[src/verilog/rfs_params.svh]
// How it works
// RQ1: Reset comes from power-on, watchdog time-out, stop-mode recovery or the reset pin.
// RQ2: Power-on and watchdog resets pull the reset pin low for the whole timer interval.
// RQ3: Outside drivers of the reset line are open-drain only; the pull-up gives high.
// RQ4: After the power-on timer expires the pin is released and only sampled.
// RQ5: Reset pin lows shorter than four clock periods are filtered out, no reset.
// RQ6: On the fifth clock after a valid low, internal reset is latched active.
// RQ7: Internal reset holds at least 18 clocks, longer while the pin stays low.
// RQ8: During reset the data strobe stays low and the address strobe toggles.
// RQ9: Fetch starts at the reset vector five to ten clocks after pin release.
// RQ10: The power-on reset output lasts 5 ms, timed by the power-on timer.
// RQ11: Stop-mode recovery keeps watchdog, stop, port two and port three mode registers.
// RQ12: Stop-mode recovery runs the power-on timer only when stop mode bit 5 is zero.
// RQ13: The reset pin passes a two-stage synchroniser before the filter counts it.
`ifndef RFS_PARAMS_SVH
`define RFS_PARAMS_SVH

`define RFS_CLK_MHZ           250
`define RFS_POR_TIME_US       5000
`define RFS_POR_CYC           (`RFS_POR_TIME_US * `RFS_CLK_MHZ)
`define RFS_FILT_CLKS         4
`define RFS_MIN_HOLD_CLKS     18
`define RFS_EXIT_CLKS         5
`define RFS_RESET_VECTOR      16'h000c
`define RFS_SMR_POR_BYPASS    5

`endif

[src/verilog/rfs_pkg.sv]
package rfs_pkg;

    typedef enum logic [2:0] {
        RFS_ST_RUN  = 3'b001,
        RFS_ST_HOLD = 3'b010,
        RFS_ST_EXIT = 3'b100
    } rfs_state_t;

    typedef struct packed {
        logic data_strobe_n;
        logic address_strobe_n;
    } rfs_strobe_t;

    typedef struct packed {
        logic out;
        logic oe_b;
    } rfs_pin_t;

    typedef struct packed {
        logic power_on;
        logic watchdog;
        logic stop_recovery;
        logic external;
    } rfs_cause_t;

endpackage

[src/verilog/rfs_por_timer.sv]
`timescale 1ns/100ps
`default_nettype none
module rfs_por_timer #(
    parameter int unsigned CYC = 1250000
) (
    input  wire logic ref_clk,
    input  wire logic rst_b,
    input  wire logic start,
    output logic      busy
);
    localparam int unsigned W = $clog2(CYC + 1);

    logic [W-1:0] cnt_ff;
    logic [W-1:0] nxt_cnt;

    // A new start while running restarts the full interval
    always_comb begin
        nxt_cnt = cnt_ff;
        if (start) begin
            nxt_cnt = W'(CYC);
        end else if (cnt_ff != '0) begin
            nxt_cnt = cnt_ff - W'(1);
        end
    end

    always_ff @(posedge ref_clk or negedge rst_b) begin
        if (!rst_b) begin
            cnt_ff <= '0;
        end else begin
            cnt_ff <= nxt_cnt;
        end
    end

    assign busy = (cnt_ff != '0);

    a_timer_start_busy: assert property (@(posedge ref_clk) disable iff (!rst_b)
        start |=> busy ##0 (cnt_ff == W'(CYC))) // RQ10
        else $error("power-on timer did not load on start");

    a_timer_counts_down: assert property (@(posedge ref_clk) disable iff (!rst_b)
        (busy && !start) |=> (cnt_ff == $past(cnt_ff) - W'(1))) // RQ10
        else $error("power-on timer did not count down");

endmodule // rfs_por_timer
`default_nettype wire

[src/verilog/rfs_reset_sequencer.sv]
`timescale 1ns/100ps
`default_nettype none
`include "rfs_params.svh"
module rfs_reset_sequencer #(
    parameter int unsigned POR_CYC       = `RFS_POR_CYC,
    parameter int unsigned FILT_CLKS     = `RFS_FILT_CLKS,
    parameter int unsigned MIN_HOLD_CLKS = `RFS_MIN_HOLD_CLKS,
    parameter int unsigned EXIT_CLKS     = `RFS_EXIT_CLKS
) (
    input  wire logic              ref_clk,
    input  wire logic              rst_b,
    input  wire logic              wdt_timeout,
    input  wire logic              stop_recovery,
    input  wire logic [7:0]        stop_mode_reg,
    input  wire logic              reset_pin_in,
    output rfs_pkg::rfs_pin_t      reset_pin,
    output logic                   internal_rst,
    output rfs_pkg::rfs_strobe_t   strobes,
    output logic                   fetch_start,
    output logic [15:0]            fetch_addr,
    output logic                   mode_regs_keep,
    output rfs_pkg::rfs_cause_t    cause
);
    // Reset pin synchroniser
    logic pin_s1_ff;
    logic pin_s2_ff;
    logic pin_low;

    always_ff @(posedge ref_clk or negedge rst_b) begin
        if (!rst_b) begin
            pin_s1_ff <= 1'b1;
            pin_s2_ff <= 1'b1;
        end else begin
            pin_s1_ff <= reset_pin_in;  // RQ13
            pin_s2_ff <= pin_s1_ff;     // RQ13
        end
    end

    assign pin_low = !pin_s2_ff;

    // Power-on event: one pulse on the first edge after reset release
    logic por_pend_ff;
    logic por_start;
    logic smr_start;
    logic smr_timer;
    logic timer_start;
    logic timer_busy;

    always_ff @(posedge ref_clk or negedge rst_b) begin
        if (!rst_b) begin
            por_pend_ff <= 1'b1;
        end else begin
            por_pend_ff <= 1'b0;
        end
    end

    assign por_start   = por_pend_ff;
    assign smr_start   = stop_recovery;
    assign smr_timer   = stop_recovery && !stop_mode_reg[`RFS_SMR_POR_BYPASS];   // RQ12
    assign timer_start = por_start || wdt_timeout || smr_timer;                  // RQ10

    rfs_por_timer #(
        .CYC (POR_CYC)
    ) u_por_timer (
        .ref_clk (ref_clk),
        .rst_b   (rst_b),
        .start   (timer_start),
        .busy    (timer_busy)
    );

    // Sequencer state
    localparam int unsigned LW = $clog2(FILT_CLKS + 1);
    localparam int unsigned HW = $clog2(MIN_HOLD_CLKS + 1);
    localparam int unsigned EW = $clog2(EXIT_CLKS + 1);

    rfs_pkg::rfs_state_t   state_ff;
    rfs_pkg::rfs_state_t   nxt_state;
    logic [LW-1:0]         low_cnt_ff;
    logic [LW-1:0]         nxt_low_cnt;
    logic [HW-1:0]         hold_cnt_ff;
    logic [HW-1:0]         nxt_hold_cnt;
    logic [EW-1:0]         exit_cnt_ff;
    logic [EW-1:0]         nxt_exit_cnt;
    logic                  drive_ff;
    logic                  nxt_drive;
    logic                  keep_ff;
    logic                  nxt_keep;
    logic                  fetch_ff;
    logic                  nxt_fetch;
    rfs_pkg::rfs_strobe_t  strobe_ff;
    rfs_pkg::rfs_strobe_t  nxt_strobe;
    rfs_pkg::rfs_cause_t   cause_ff;
    rfs_pkg::rfs_cause_t   nxt_cause;
    logic                  ext_detect;
    logic                  any_start;
    logic                  hold_done;

    // Fifth consecutive low sample: four full periods low have passed
    assign ext_detect = pin_low && (low_cnt_ff == LW'(FILT_CLKS));        // RQ5 RQ6
    assign any_start  = por_start || wdt_timeout || smr_start;            // RQ1
    assign hold_done  = (hold_cnt_ff >= HW'(MIN_HOLD_CLKS)) && !pin_low
                        && !timer_busy;                                   // RQ7

    always_comb begin
        nxt_state    = state_ff;
        nxt_hold_cnt = hold_cnt_ff;
        nxt_exit_cnt = exit_cnt_ff;
        nxt_fetch    = 1'b0;
        nxt_keep     = keep_ff;
        nxt_cause    = cause_ff;
        nxt_low_cnt  = '0;
        if (pin_low && low_cnt_ff != LW'(FILT_CLKS)) begin
            nxt_low_cnt = low_cnt_ff + LW'(1);
        end else if (pin_low) begin
            nxt_low_cnt = low_cnt_ff;
        end
        if (any_start || (ext_detect && state_ff != rfs_pkg::RFS_ST_HOLD)) begin
            // Any start source, or a filtered pin low outside the hold state, restarts the minimum hold
            nxt_state    = rfs_pkg::RFS_ST_HOLD;                          // RQ1 RQ6
            nxt_hold_cnt = '0;
            nxt_cause    = '{power_on: por_start, watchdog: wdt_timeout,
                             stop_recovery: smr_start, external: ext_detect};
            // Mode registers survive only a pure stop-mode recovery
            nxt_keep     = smr_start && !por_start && !wdt_timeout && !ext_detect; // RQ11
        end else begin
            case (state_ff)
                rfs_pkg::RFS_ST_RUN: begin
                    nxt_keep = 1'b0;
                end
                rfs_pkg::RFS_ST_HOLD: begin
                    if (hold_cnt_ff != HW'(MIN_HOLD_CLKS)) begin
                        nxt_hold_cnt = hold_cnt_ff + HW'(1);              // RQ7
                    end
                    if (hold_done) begin
                        nxt_state    = rfs_pkg::RFS_ST_EXIT;
                        nxt_exit_cnt = '0;
                    end
                end
                rfs_pkg::RFS_ST_EXIT: begin
                    if (pin_low) begin
                        nxt_state    = rfs_pkg::RFS_ST_HOLD;
                        nxt_hold_cnt = '0;
                    end else if (exit_cnt_ff == EW'(EXIT_CLKS - 1)) begin
                        nxt_state = rfs_pkg::RFS_ST_RUN;
                        nxt_fetch = 1'b1;                                 // RQ9
                    end else begin
                        nxt_exit_cnt = exit_cnt_ff + EW'(1);
                    end
                end
                default: begin
                    nxt_state = rfs_pkg::RFS_ST_HOLD;
                end
            endcase
        end
        // Pin is pulled low only for power-on and watchdog causes
        if (por_start || wdt_timeout) begin
            nxt_drive = 1'b1;                                             // RQ2
        end else if (!timer_busy) begin
            nxt_drive = 1'b0;                                             // RQ4
        end else begin
            nxt_drive = drive_ff;
        end
        // One toggle per clock is the fastest this clock allows
        if (nxt_state == rfs_pkg::RFS_ST_HOLD) begin
            nxt_strobe.data_strobe_n    = 1'b0;                           // RQ8
            nxt_strobe.address_strobe_n = !strobe_ff.address_strobe_n;    // RQ8
        end else begin
            nxt_strobe.data_strobe_n    = 1'b1;
            nxt_strobe.address_strobe_n = 1'b1;
        end
    end

    always_ff @(posedge ref_clk or negedge rst_b) begin
        if (!rst_b) begin
            state_ff    <= rfs_pkg::RFS_ST_HOLD;
            low_cnt_ff  <= '0;
            hold_cnt_ff <= '0;
            exit_cnt_ff <= '0;
            drive_ff    <= 1'b1;
            keep_ff     <= 1'b0;
            fetch_ff    <= 1'b0;
            strobe_ff   <= 2'b01;
            cause_ff    <= 4'h8;
        end else begin
            state_ff    <= nxt_state;
            low_cnt_ff  <= nxt_low_cnt;
            hold_cnt_ff <= nxt_hold_cnt;
            exit_cnt_ff <= nxt_exit_cnt;
            drive_ff    <= nxt_drive;
            keep_ff     <= nxt_keep;
            fetch_ff    <= nxt_fetch;
            strobe_ff   <= nxt_strobe;
            cause_ff    <= nxt_cause;
        end
    end

    // Open-drain: the high level comes from the pull-up only
    assign reset_pin      = '{out: 1'b0, oe_b: !drive_ff};                // RQ3
    assign internal_rst   = (state_ff == rfs_pkg::RFS_ST_HOLD);
    assign strobes        = strobe_ff;
    assign fetch_start    = fetch_ff;
    assign fetch_addr     = `RFS_RESET_VECTOR;
    assign mode_regs_keep = keep_ff;
    assign cause          = cause_ff;

    a_source_enters_reset: assert property (@(posedge ref_clk) disable iff (!rst_b)
        any_start |=> internal_rst) // RQ1
        else $error("reset source did not assert internal reset");

    a_pin_driven_low: assert property (@(posedge ref_clk) disable iff (!rst_b)
        wdt_timeout |=> (!reset_pin.oe_b && timer_busy)) // RQ2
        else $error("watchdog reset did not drive the pin");

    a_pin_released: assert property (@(posedge ref_clk) disable iff (!rst_b)
        (!timer_busy && !por_start && !wdt_timeout) |=> reset_pin.oe_b) // RQ4
        else $error("pin still driven after timer expiry");

    a_short_low_ignored: assert property (@(posedge ref_clk) disable iff (!rst_b)
        (state_ff == rfs_pkg::RFS_ST_RUN && !any_start && !ext_detect)
        |=> !internal_rst) // RQ5
        else $error("reset taken without a valid filtered low");

    a_filter_latches: assert property (@(posedge ref_clk) disable iff (!rst_b)
        (state_ff == rfs_pkg::RFS_ST_RUN && pin_low
         && low_cnt_ff == LW'(FILT_CLKS)) |=> internal_rst) // RQ6
        else $error("valid external low not latched");

    a_hold_minimum: assert property (@(posedge ref_clk) disable iff (!rst_b)
        (internal_rst && hold_cnt_ff < HW'(MIN_HOLD_CLKS)) |=> internal_rst) // RQ7
        else $error("internal reset shorter than minimum");

    a_hold_while_low: assert property (@(posedge ref_clk) disable iff (!rst_b)
        (internal_rst && pin_low) |=> internal_rst) // RQ7
        else $error("internal reset ended while pin low");

    // The first edge after release still sees reset values on both sides of $past
    a_strobes_in_reset: assert property (@(posedge ref_clk) disable iff (!rst_b) // RQ8
        (internal_rst && $past(internal_rst) && $past(rst_b)) |->
        (!strobes.data_strobe_n
         && strobes.address_strobe_n != $past(strobes.address_strobe_n)))
        else $error("strobes wrong during reset");

    // A new cause or a low pin during the exit count legally restarts the hold
    a_fetch_window: assert property (@(posedge ref_clk) disable iff (!rst_b) // RQ9
        ((internal_rst && hold_done && !any_start) ##1 (!any_start && !pin_low)[*5])
        |=> (fetch_start && fetch_addr == `RFS_RESET_VECTOR))
        else $error("fetch not started in window after release");

    a_smr_bypass: assert property (@(posedge ref_clk) disable iff (!rst_b)
        (stop_recovery && stop_mode_reg[`RFS_SMR_POR_BYPASS] && !timer_busy
         && !por_start && !wdt_timeout) |=> !timer_busy) // RQ12
        else $error("timer ran despite bypass bit");

    a_smr_keeps_modes: assert property (@(posedge ref_clk) disable iff (!rst_b)
        (stop_recovery && !por_start && !wdt_timeout && !ext_detect)
        |=> (mode_regs_keep && cause.stop_recovery)) // RQ11
        else $error("mode registers not kept on stop recovery");

endmodule // rfs_reset_sequencer
`default_nettype wire

[config.mk]
export PLATFORM = sky130hd
export DESIGN_NAME = rfs_reset_sequencer
export DESIGN_NICKNAME = d
export VERILOG_FILES = /design/src/verilog/rfs_pkg.sv /design/src/verilog/rfs_por_timer.sv /design/src/verilog/rfs_reset_sequencer.sv
export VERILOG_INCLUDE_DIRS = /design/src /design/src/verilog
export SDC_FILE = /design/constraint.sdc
export NUM_CORES = 1
export LEC_CHECK = 0
export BUFFER_PORTS_ARGS = -buffer_cell sky130_fd_sc_hd__buf_2
export CAP_MARGIN = 20
export CORE_ASPECT_RATIO = 0.9
export CORE_MARGIN = 2
export CORE_UTILIZATION = 63
export CTS_BUF_LIST = sky130_fd_sc_hd__clkbuf_2 sky130_fd_sc_hd__clkbuf_4 sky130_fd_sc_hd__clkbuf_8
export CTS_CLUSTER_SIZE = 16
export DETAILED_ROUTE_END_ITERATION = 10
export PLACE_DENSITY = 0.95
export SLEW_MARGIN = 10
export SYNTH_ARGS = -nofsm -noshare
export SYNTH_HDL_FRONTEND = slang
export SYNTH_SLANG_ARGS = --single-unit
[constraint.sdc]
create_clock -name ref_clk -period 5.7 [get_ports ref_clk]
set_clock_uncertainty 0.05 [all_clocks]
set_input_delay 1.14 -clock ref_clk [delete_from_list [all_inputs] [get_ports ref_clk]]
set_output_delay 1.14 -clock ref_clk [all_outputs]
set_load 0.02 [all_outputs]
-- Word level (Yosys, flattened, before mapping)
Cells that the tools add are included.
- bits in latches: 0
- logic and storage cells: 93
- memories: 0
- ROM bits: 0
- register bits after elaboration: 47
- memory bits (writable): 0
- $mul: 0
- div/mod/pow operators: 0
- shift operators: 0
- eq/ne operators: 15
- muxes and demuxes: 26
- magnitude comparators: 1
- add/subtract/negate cells: 4
- reductions and logical operators: 29
- bitwise operators: 1
- operators by type and width (operator ; count):
    21-bit 2-to-1 mux ; 2
    3-bit 2-to-1 mux ; 9
    21-bit nonzero test ; 1
    21-bit by 1-bit subtractor with 21-bit output, second input constant ; 1
    5-bit 2-to-1 mux ; 3
    5-bit one-hot mux with 2 select lines ; 1
    3-bit == test, second input constant ; 3
    1-bit logical AND ; 9
    3-bit one-hot mux with 3 select lines ; 1
    1-bit logical NOT ; 8
    1-bit 2-to-1 mux ; 8
    2-bit nonzero test ; 4
    3-bit by 1-bit adder with 3-bit output, second input constant ; 2
    3-bit by 2-bit == test with 1-bit output, second input constant ; 2
    3-bit inequality test, second input constant ; 2
    3-bit one-hot mux with 2 select lines ; 1
    5-bit by 1-bit adder with 5-bit output, second input constant ; 1
    5-bit >= comparator, second input constant ; 1
    5-bit inequality test, second input constant ; 1
    5-bit AND reduction ; 1
    1-bit logical OR ; 4
    2-bit by 1-bit inequality test with 1-bit output, second input constant ; 2
    2-bit inequality test, second input constant ; 2
    3-bit by 1-bit == test with 1-bit output, second input constant ; 1
    6 further kinds ; 6

-- Longest topological paths before layout
- word-level depth: 8
- gate-level depth with buffers: 8
- depth with buffers taken out: 7

-- By module
From an unflattened synthesis, not the netlist that was laid out.
- cell total of the unflattened synthesis: 261
- area total of the unflattened synthesis: 2621.3 µm²
- modules (own cells, without submodules) (module ; times used ; seq. area each (µm²) ; area an instance (µm²) ; cells an instance):
    rfs_reset_sequencer ; 1 ; 659.4 ; 1488.9 ; 146
    rfs_por_timer ; 1 ; 525.5 ; 1132.3 ; 115

-- Worst setup path after synthesis
Ideal clock, no wire load.
- path kind: input -> register
- from: input wdt_timeout
- to: register exit_cnt_ff[0]
- path slack: 3.240 ns
- setup time: 0.125 ns
- path buffers: 0
- cell stages on the path: 4
- data required time: 5.525 ns
- arrival: 2.285 ns
- path through: nor3_1 > o21ai_0 > nand2b_1 > mux2_2
- cells in the longest elaborated chain, start to end: 5
- RTL lines (what ; RTL line ; source):
    from (decl) ; rfs_reset_sequencer.sv:12 ; input wire logic wdt_timeout,
    1-bit logical OR (2 in series) ; rfs_reset_sequencer.sv:100 ; assign any_start = por_start || wdt_timeout || smr_start;
    1-bit logical OR ; rfs_reset_sequencer.sv:117 ; if (any_start || (ext_detect && state_ff != rfs_pkg::RFS_ST_HOLD)) begin
    1-bit inverter (no source line) ; - ;
    5-bit AND reduction (no source line) ; - ;
    to (signal assigned) ; rfs_reset_sequencer.sv:188 ; exit_cnt_ff <= nxt_exit_cnt;
    to (decl) ; rfs_reset_sequencer.sv:82 ; logic [EW-1:0] exit_cnt_ff;
Every way passes these cells.
A chain may end at the register's enable or synchronous reset.

-- Worst setup path after layout
- from: register u_por_timer.cnt_ff[12]
- to: register u_por_timer.cnt_ff[7]
- cells in the longest elaborated chain, start to end: 2
- RTL lines (what ; RTL line ; source):
    from (decl) ; rfs_por_timer.sv:13 ; logic [W-1:0] cnt_ff;
    from (signal assigned) ; rfs_por_timer.sv:30 ; cnt_ff <= nxt_cnt;
    21-bit nonzero test ; rfs_por_timer.sv:21 ; end else if (cnt_ff != '0) begin
    2-bit nonzero test (no source line) ; - ;
Every way passes these cells.

==> results.yml <==
timing:
  relSlewSlack_pct: 47.4
  setup_viol: 0
  layout_min_cycle_time_ns: 2.94
  slew_viol_final: 0
  fmax_ghz: 0.341
  fin_crit_sh_pct: 51.5
  setup_ws_ns: 2.76
  rsz0062_at_grt: "false"
  fin_setup_tns_ns: 0
  hold_viol_final: 0
  worst_pin_slew_ns: 0.783
grt:
  grt_max_degree: 48
  antenna_found_initial: 0
  grt_use_total_pct: 26.4
  grt_overflow: 0
  grt_pass1_vias: 2013
  grt_pass1_wl_mm: 9.32
critical_path:
  reg2reg_slack_ns: 2.76
  critPathMaxStageDelay_ns: 0.71
  worstPathArrival_ns: 3.05
  cp_data_required_time_ns: 5.82
  critPathTopFamily: "simple AND/OR/NAND/NOR gates"
  r2r_start: "u_por_timer.cnt_ff[12]$_DFFE_PN0P_"
  cp.depth: 5
  r2r_end: "u_por_timer.cnt_ff[7]$_DFFE_PN0P_"
  setup.worst_path.start: "u_por_timer.cnt_ff[12]$_DFFE_PN0P_"
  worstPathCellList: "nor4_1 -> nand4_1 -> o211ai_1 -> xor2_1 -> nand2_1"
  worstPathMaxFanout: 15
  critPathLaunchType: "register"
  path_class: "register to register"
  rr_worst_depth: 5
  worstSetupEndpoint: "u_por_timer.cnt_ff[7]$_DFFE_PN0P_"
  cpMaxStageDelayCell: "nand4_1"
  path_buf_inv: 0
  cp-end-kind: "register"
yosys:
  ys.flop_type: "dfrtp_1"
  synth_cell_types: 44
  syn_area_per_cell_sq_um: 9.70
  synth.area.top_cells: "dfrtp_1, dfstp_2, buf_4, ha_1, o21ai_0"
  yosys_warnings: 0
  ys_seq_area_share_pct: 47.7
  synth_top_area_share_pct: 40.3
  ys_top_cells_by_count: "dfrtp_1, nor2_1, nand2_1, o21ai_0, buf_4"
  synth_cells: 256
  async_flop_share_pct: 100
  synth_edf_count: 0
  synth_largest_area_cell: "dfrtp_1"
  ys_seq_elements: 47
  yosysMostFrequentCell: "dfrtp_1"
  syn_area_sq_mm: 0.00248
floorplan:
  die_w_um: 70.2
  die_y_um: 63.6
  core_area_sq_mm: 0.00376
  dieArea_sq_mm: 0.00446
  pin_count: 40
  initial_core_util_pct: 66.1
  row_count: 21
clock_tree:
  cts_sinks: 47
  insertion_delay_ns: 0.31
  clkTransAtPathRegs_ns: 0.08
  hold_buffers: 0
  cts_resized: 0
  htree_levels: 2
  numCtsBuffers: 5
  cts_setup_buffers: 0
  ctsRootBufferMaster: "clkbuf_8"
  cts_tree: "yes"
  clk_path_buf_depth: 2
routing:
  drt-initial-drc-count: 310
  drt_first_pass_iters: 5
  via_per_inst: 6.36
  vias: 2048
  wl_mm: 5.31
  drc: 0
  wl_per_cell_um: 16.5
  final_antenna_net_count: 0
pwr:
  peakVddDrop_uv: 111
  p_int_w: 0.000504
  leakage_nw: 1.14
  pwr-share-comb_pct: 9.3
  p_clk_share_pct: 38.1
  power_w: 0.000669
  p_per_area_mw_per_mm2: 250
  switchingPower_w: 0.000165
  switching_share_pct: 24.7
  seqPwrFrac_pct: 52.6
placed_design:
  finalWeightedCongestion: 0.834
  hpwl_mm: 3.28
  pre_cts_ws_ns: 2.81
  port_buffers: 15
layout:
  fin_nets: 296
  diodes: 0
  synthToLayoutAreaGrowth_pct: 7.86
  drive_gt1_share_pct: 15.2
flow_run:
  drv_cap: 0
min_path:
  hold_path_class: "register to register"
outcome:
  status: "finished clean"
power groups by stage:
stage                     combinational [W]  clock, W  sequential [W]
final                             0.0000622  0.000255        0.000352
after global routing              0.0000708  0.000273        0.000353
after floorplan                   0.0000486         0        0.000358
after detailed placement          0.0000596         0        0.000358
after global placement            0.0000580         0        0.000357
after CTS                         0.0000601  0.000256        0.000352
layout by cell type (no fill, tap or decap), types with 5 or more instances in the layout:
cell type	instances
buf_2	15
nor3_1	8
clkbuf_8	6
a21oi_1	8
nand4_1	6
dfstp_2	7
o211ai_1	9
o21ai_0	19
nand3_1	11
nor4_1	5
nor2_1	23
nand2_1	21
inv_1	12
xor2_1	8
dfrtp_1	40
ha_1	8
or3_1	6
conb_1	18
registers in the layout, summed over array words and instances, names as in the netlist, 2 cells and up:
name                flops
u_por_timer.cnt_ff     21
exit_cnt_ff             3
strobes                 2
low_cnt_ff              3
hold_cnt_ff             5
state_ff                3
cause                   4
worst min-delay path by stage:
| stage | slack, ns | cells past startpoint | startpoint | endpoint |
|---|---|---|---|---|
| finish | 0.31 | 0 | pin_s1_ff$_DFF_PN1_ | pin_s2_ff$_DFF_PN1_ |
| global route | 0.32 | 0 | pin_s1_ff$_DFF_PN1_ | pin_s2_ff$_DFF_PN1_ |
| CTS | 0.31 | 0 | pin_s1_ff$_DFF_PN1_ | pin_s2_ff$_DFF_PN1_ |
| floorplan | 0.30 | 0 | pin_s1_ff$_DFF_PN1_ | pin_s2_ff$_DFF_PN1_ |
| detailed placement | 0.30 | 0 | pin_s1_ff$_DFF_PN1_ | pin_s2_ff$_DFF_PN1_ |
| global placement | 0.30 | 0 | pin_s1_ff$_DFF_PN1_ | pin_s2_ff$_DFF_PN1_ |
layout make-up:
cell class              count  area [sq um]
well taps                  46          57.6
clock buffers               6          82.6
inverters                  13          48.8
multi-input cells         191          1170
repair buffers             17           103
fillers                   258          1080
flip-flops and latches     47          1180
clock inverters             2          35.0
cells by family after synthesis:
kind of cell | after synthesis | share of synthesized area (%)
AND/OR/NAND/NOR | 99 | 21.3
buffers and inverters | 34 | 7.71
AO/OA/AOI/OAI | 53 | 14.2
adder cells (fa/ha/maj) | 8 | 4.03
other | 2 | 0.302
flip-flops | 47 | 47.7
multiplexers | 2 | 0.907
XOR/XNOR | 11 | 3.88
stage by stage:
step | cells | hold WS, ns | cell area, sq um | util [%]
detailed placement | 313 | 0.300 | 2540 | 67.6
floorplan | 272 | 0.295 | 2540 | -
global route | 322 | 0.323 | 2680 | 71.3
CTS | 321 | 0.313 | 2660 | 70.8
finish | 322 | 0.311 | 2680 | 71.3
global placement | 313 | 0.296 | 2540 | 67.6
worst register-to-register path, delay by kind of cell, from the launching register on:
family / cells / cell delay (ns)
compound gates: 1 / 0.63
flops: 1 / 0.44
simple gates: 3 / 1.42
xor+xnor: 1 / 0.25
layer usage:
layer / GRT usage, % / wire, um / vias to the layer above
li1: - / - / 915
met1: 34.1 / 2130 / 996
met2: 43.2 / 2560 / 113
met4: 11.3 / 212 / 0
met3: 5.44 / 407 / 24
met5: 0 / 0 / -
Note: power is estimated with default switching activity, not from simulation.
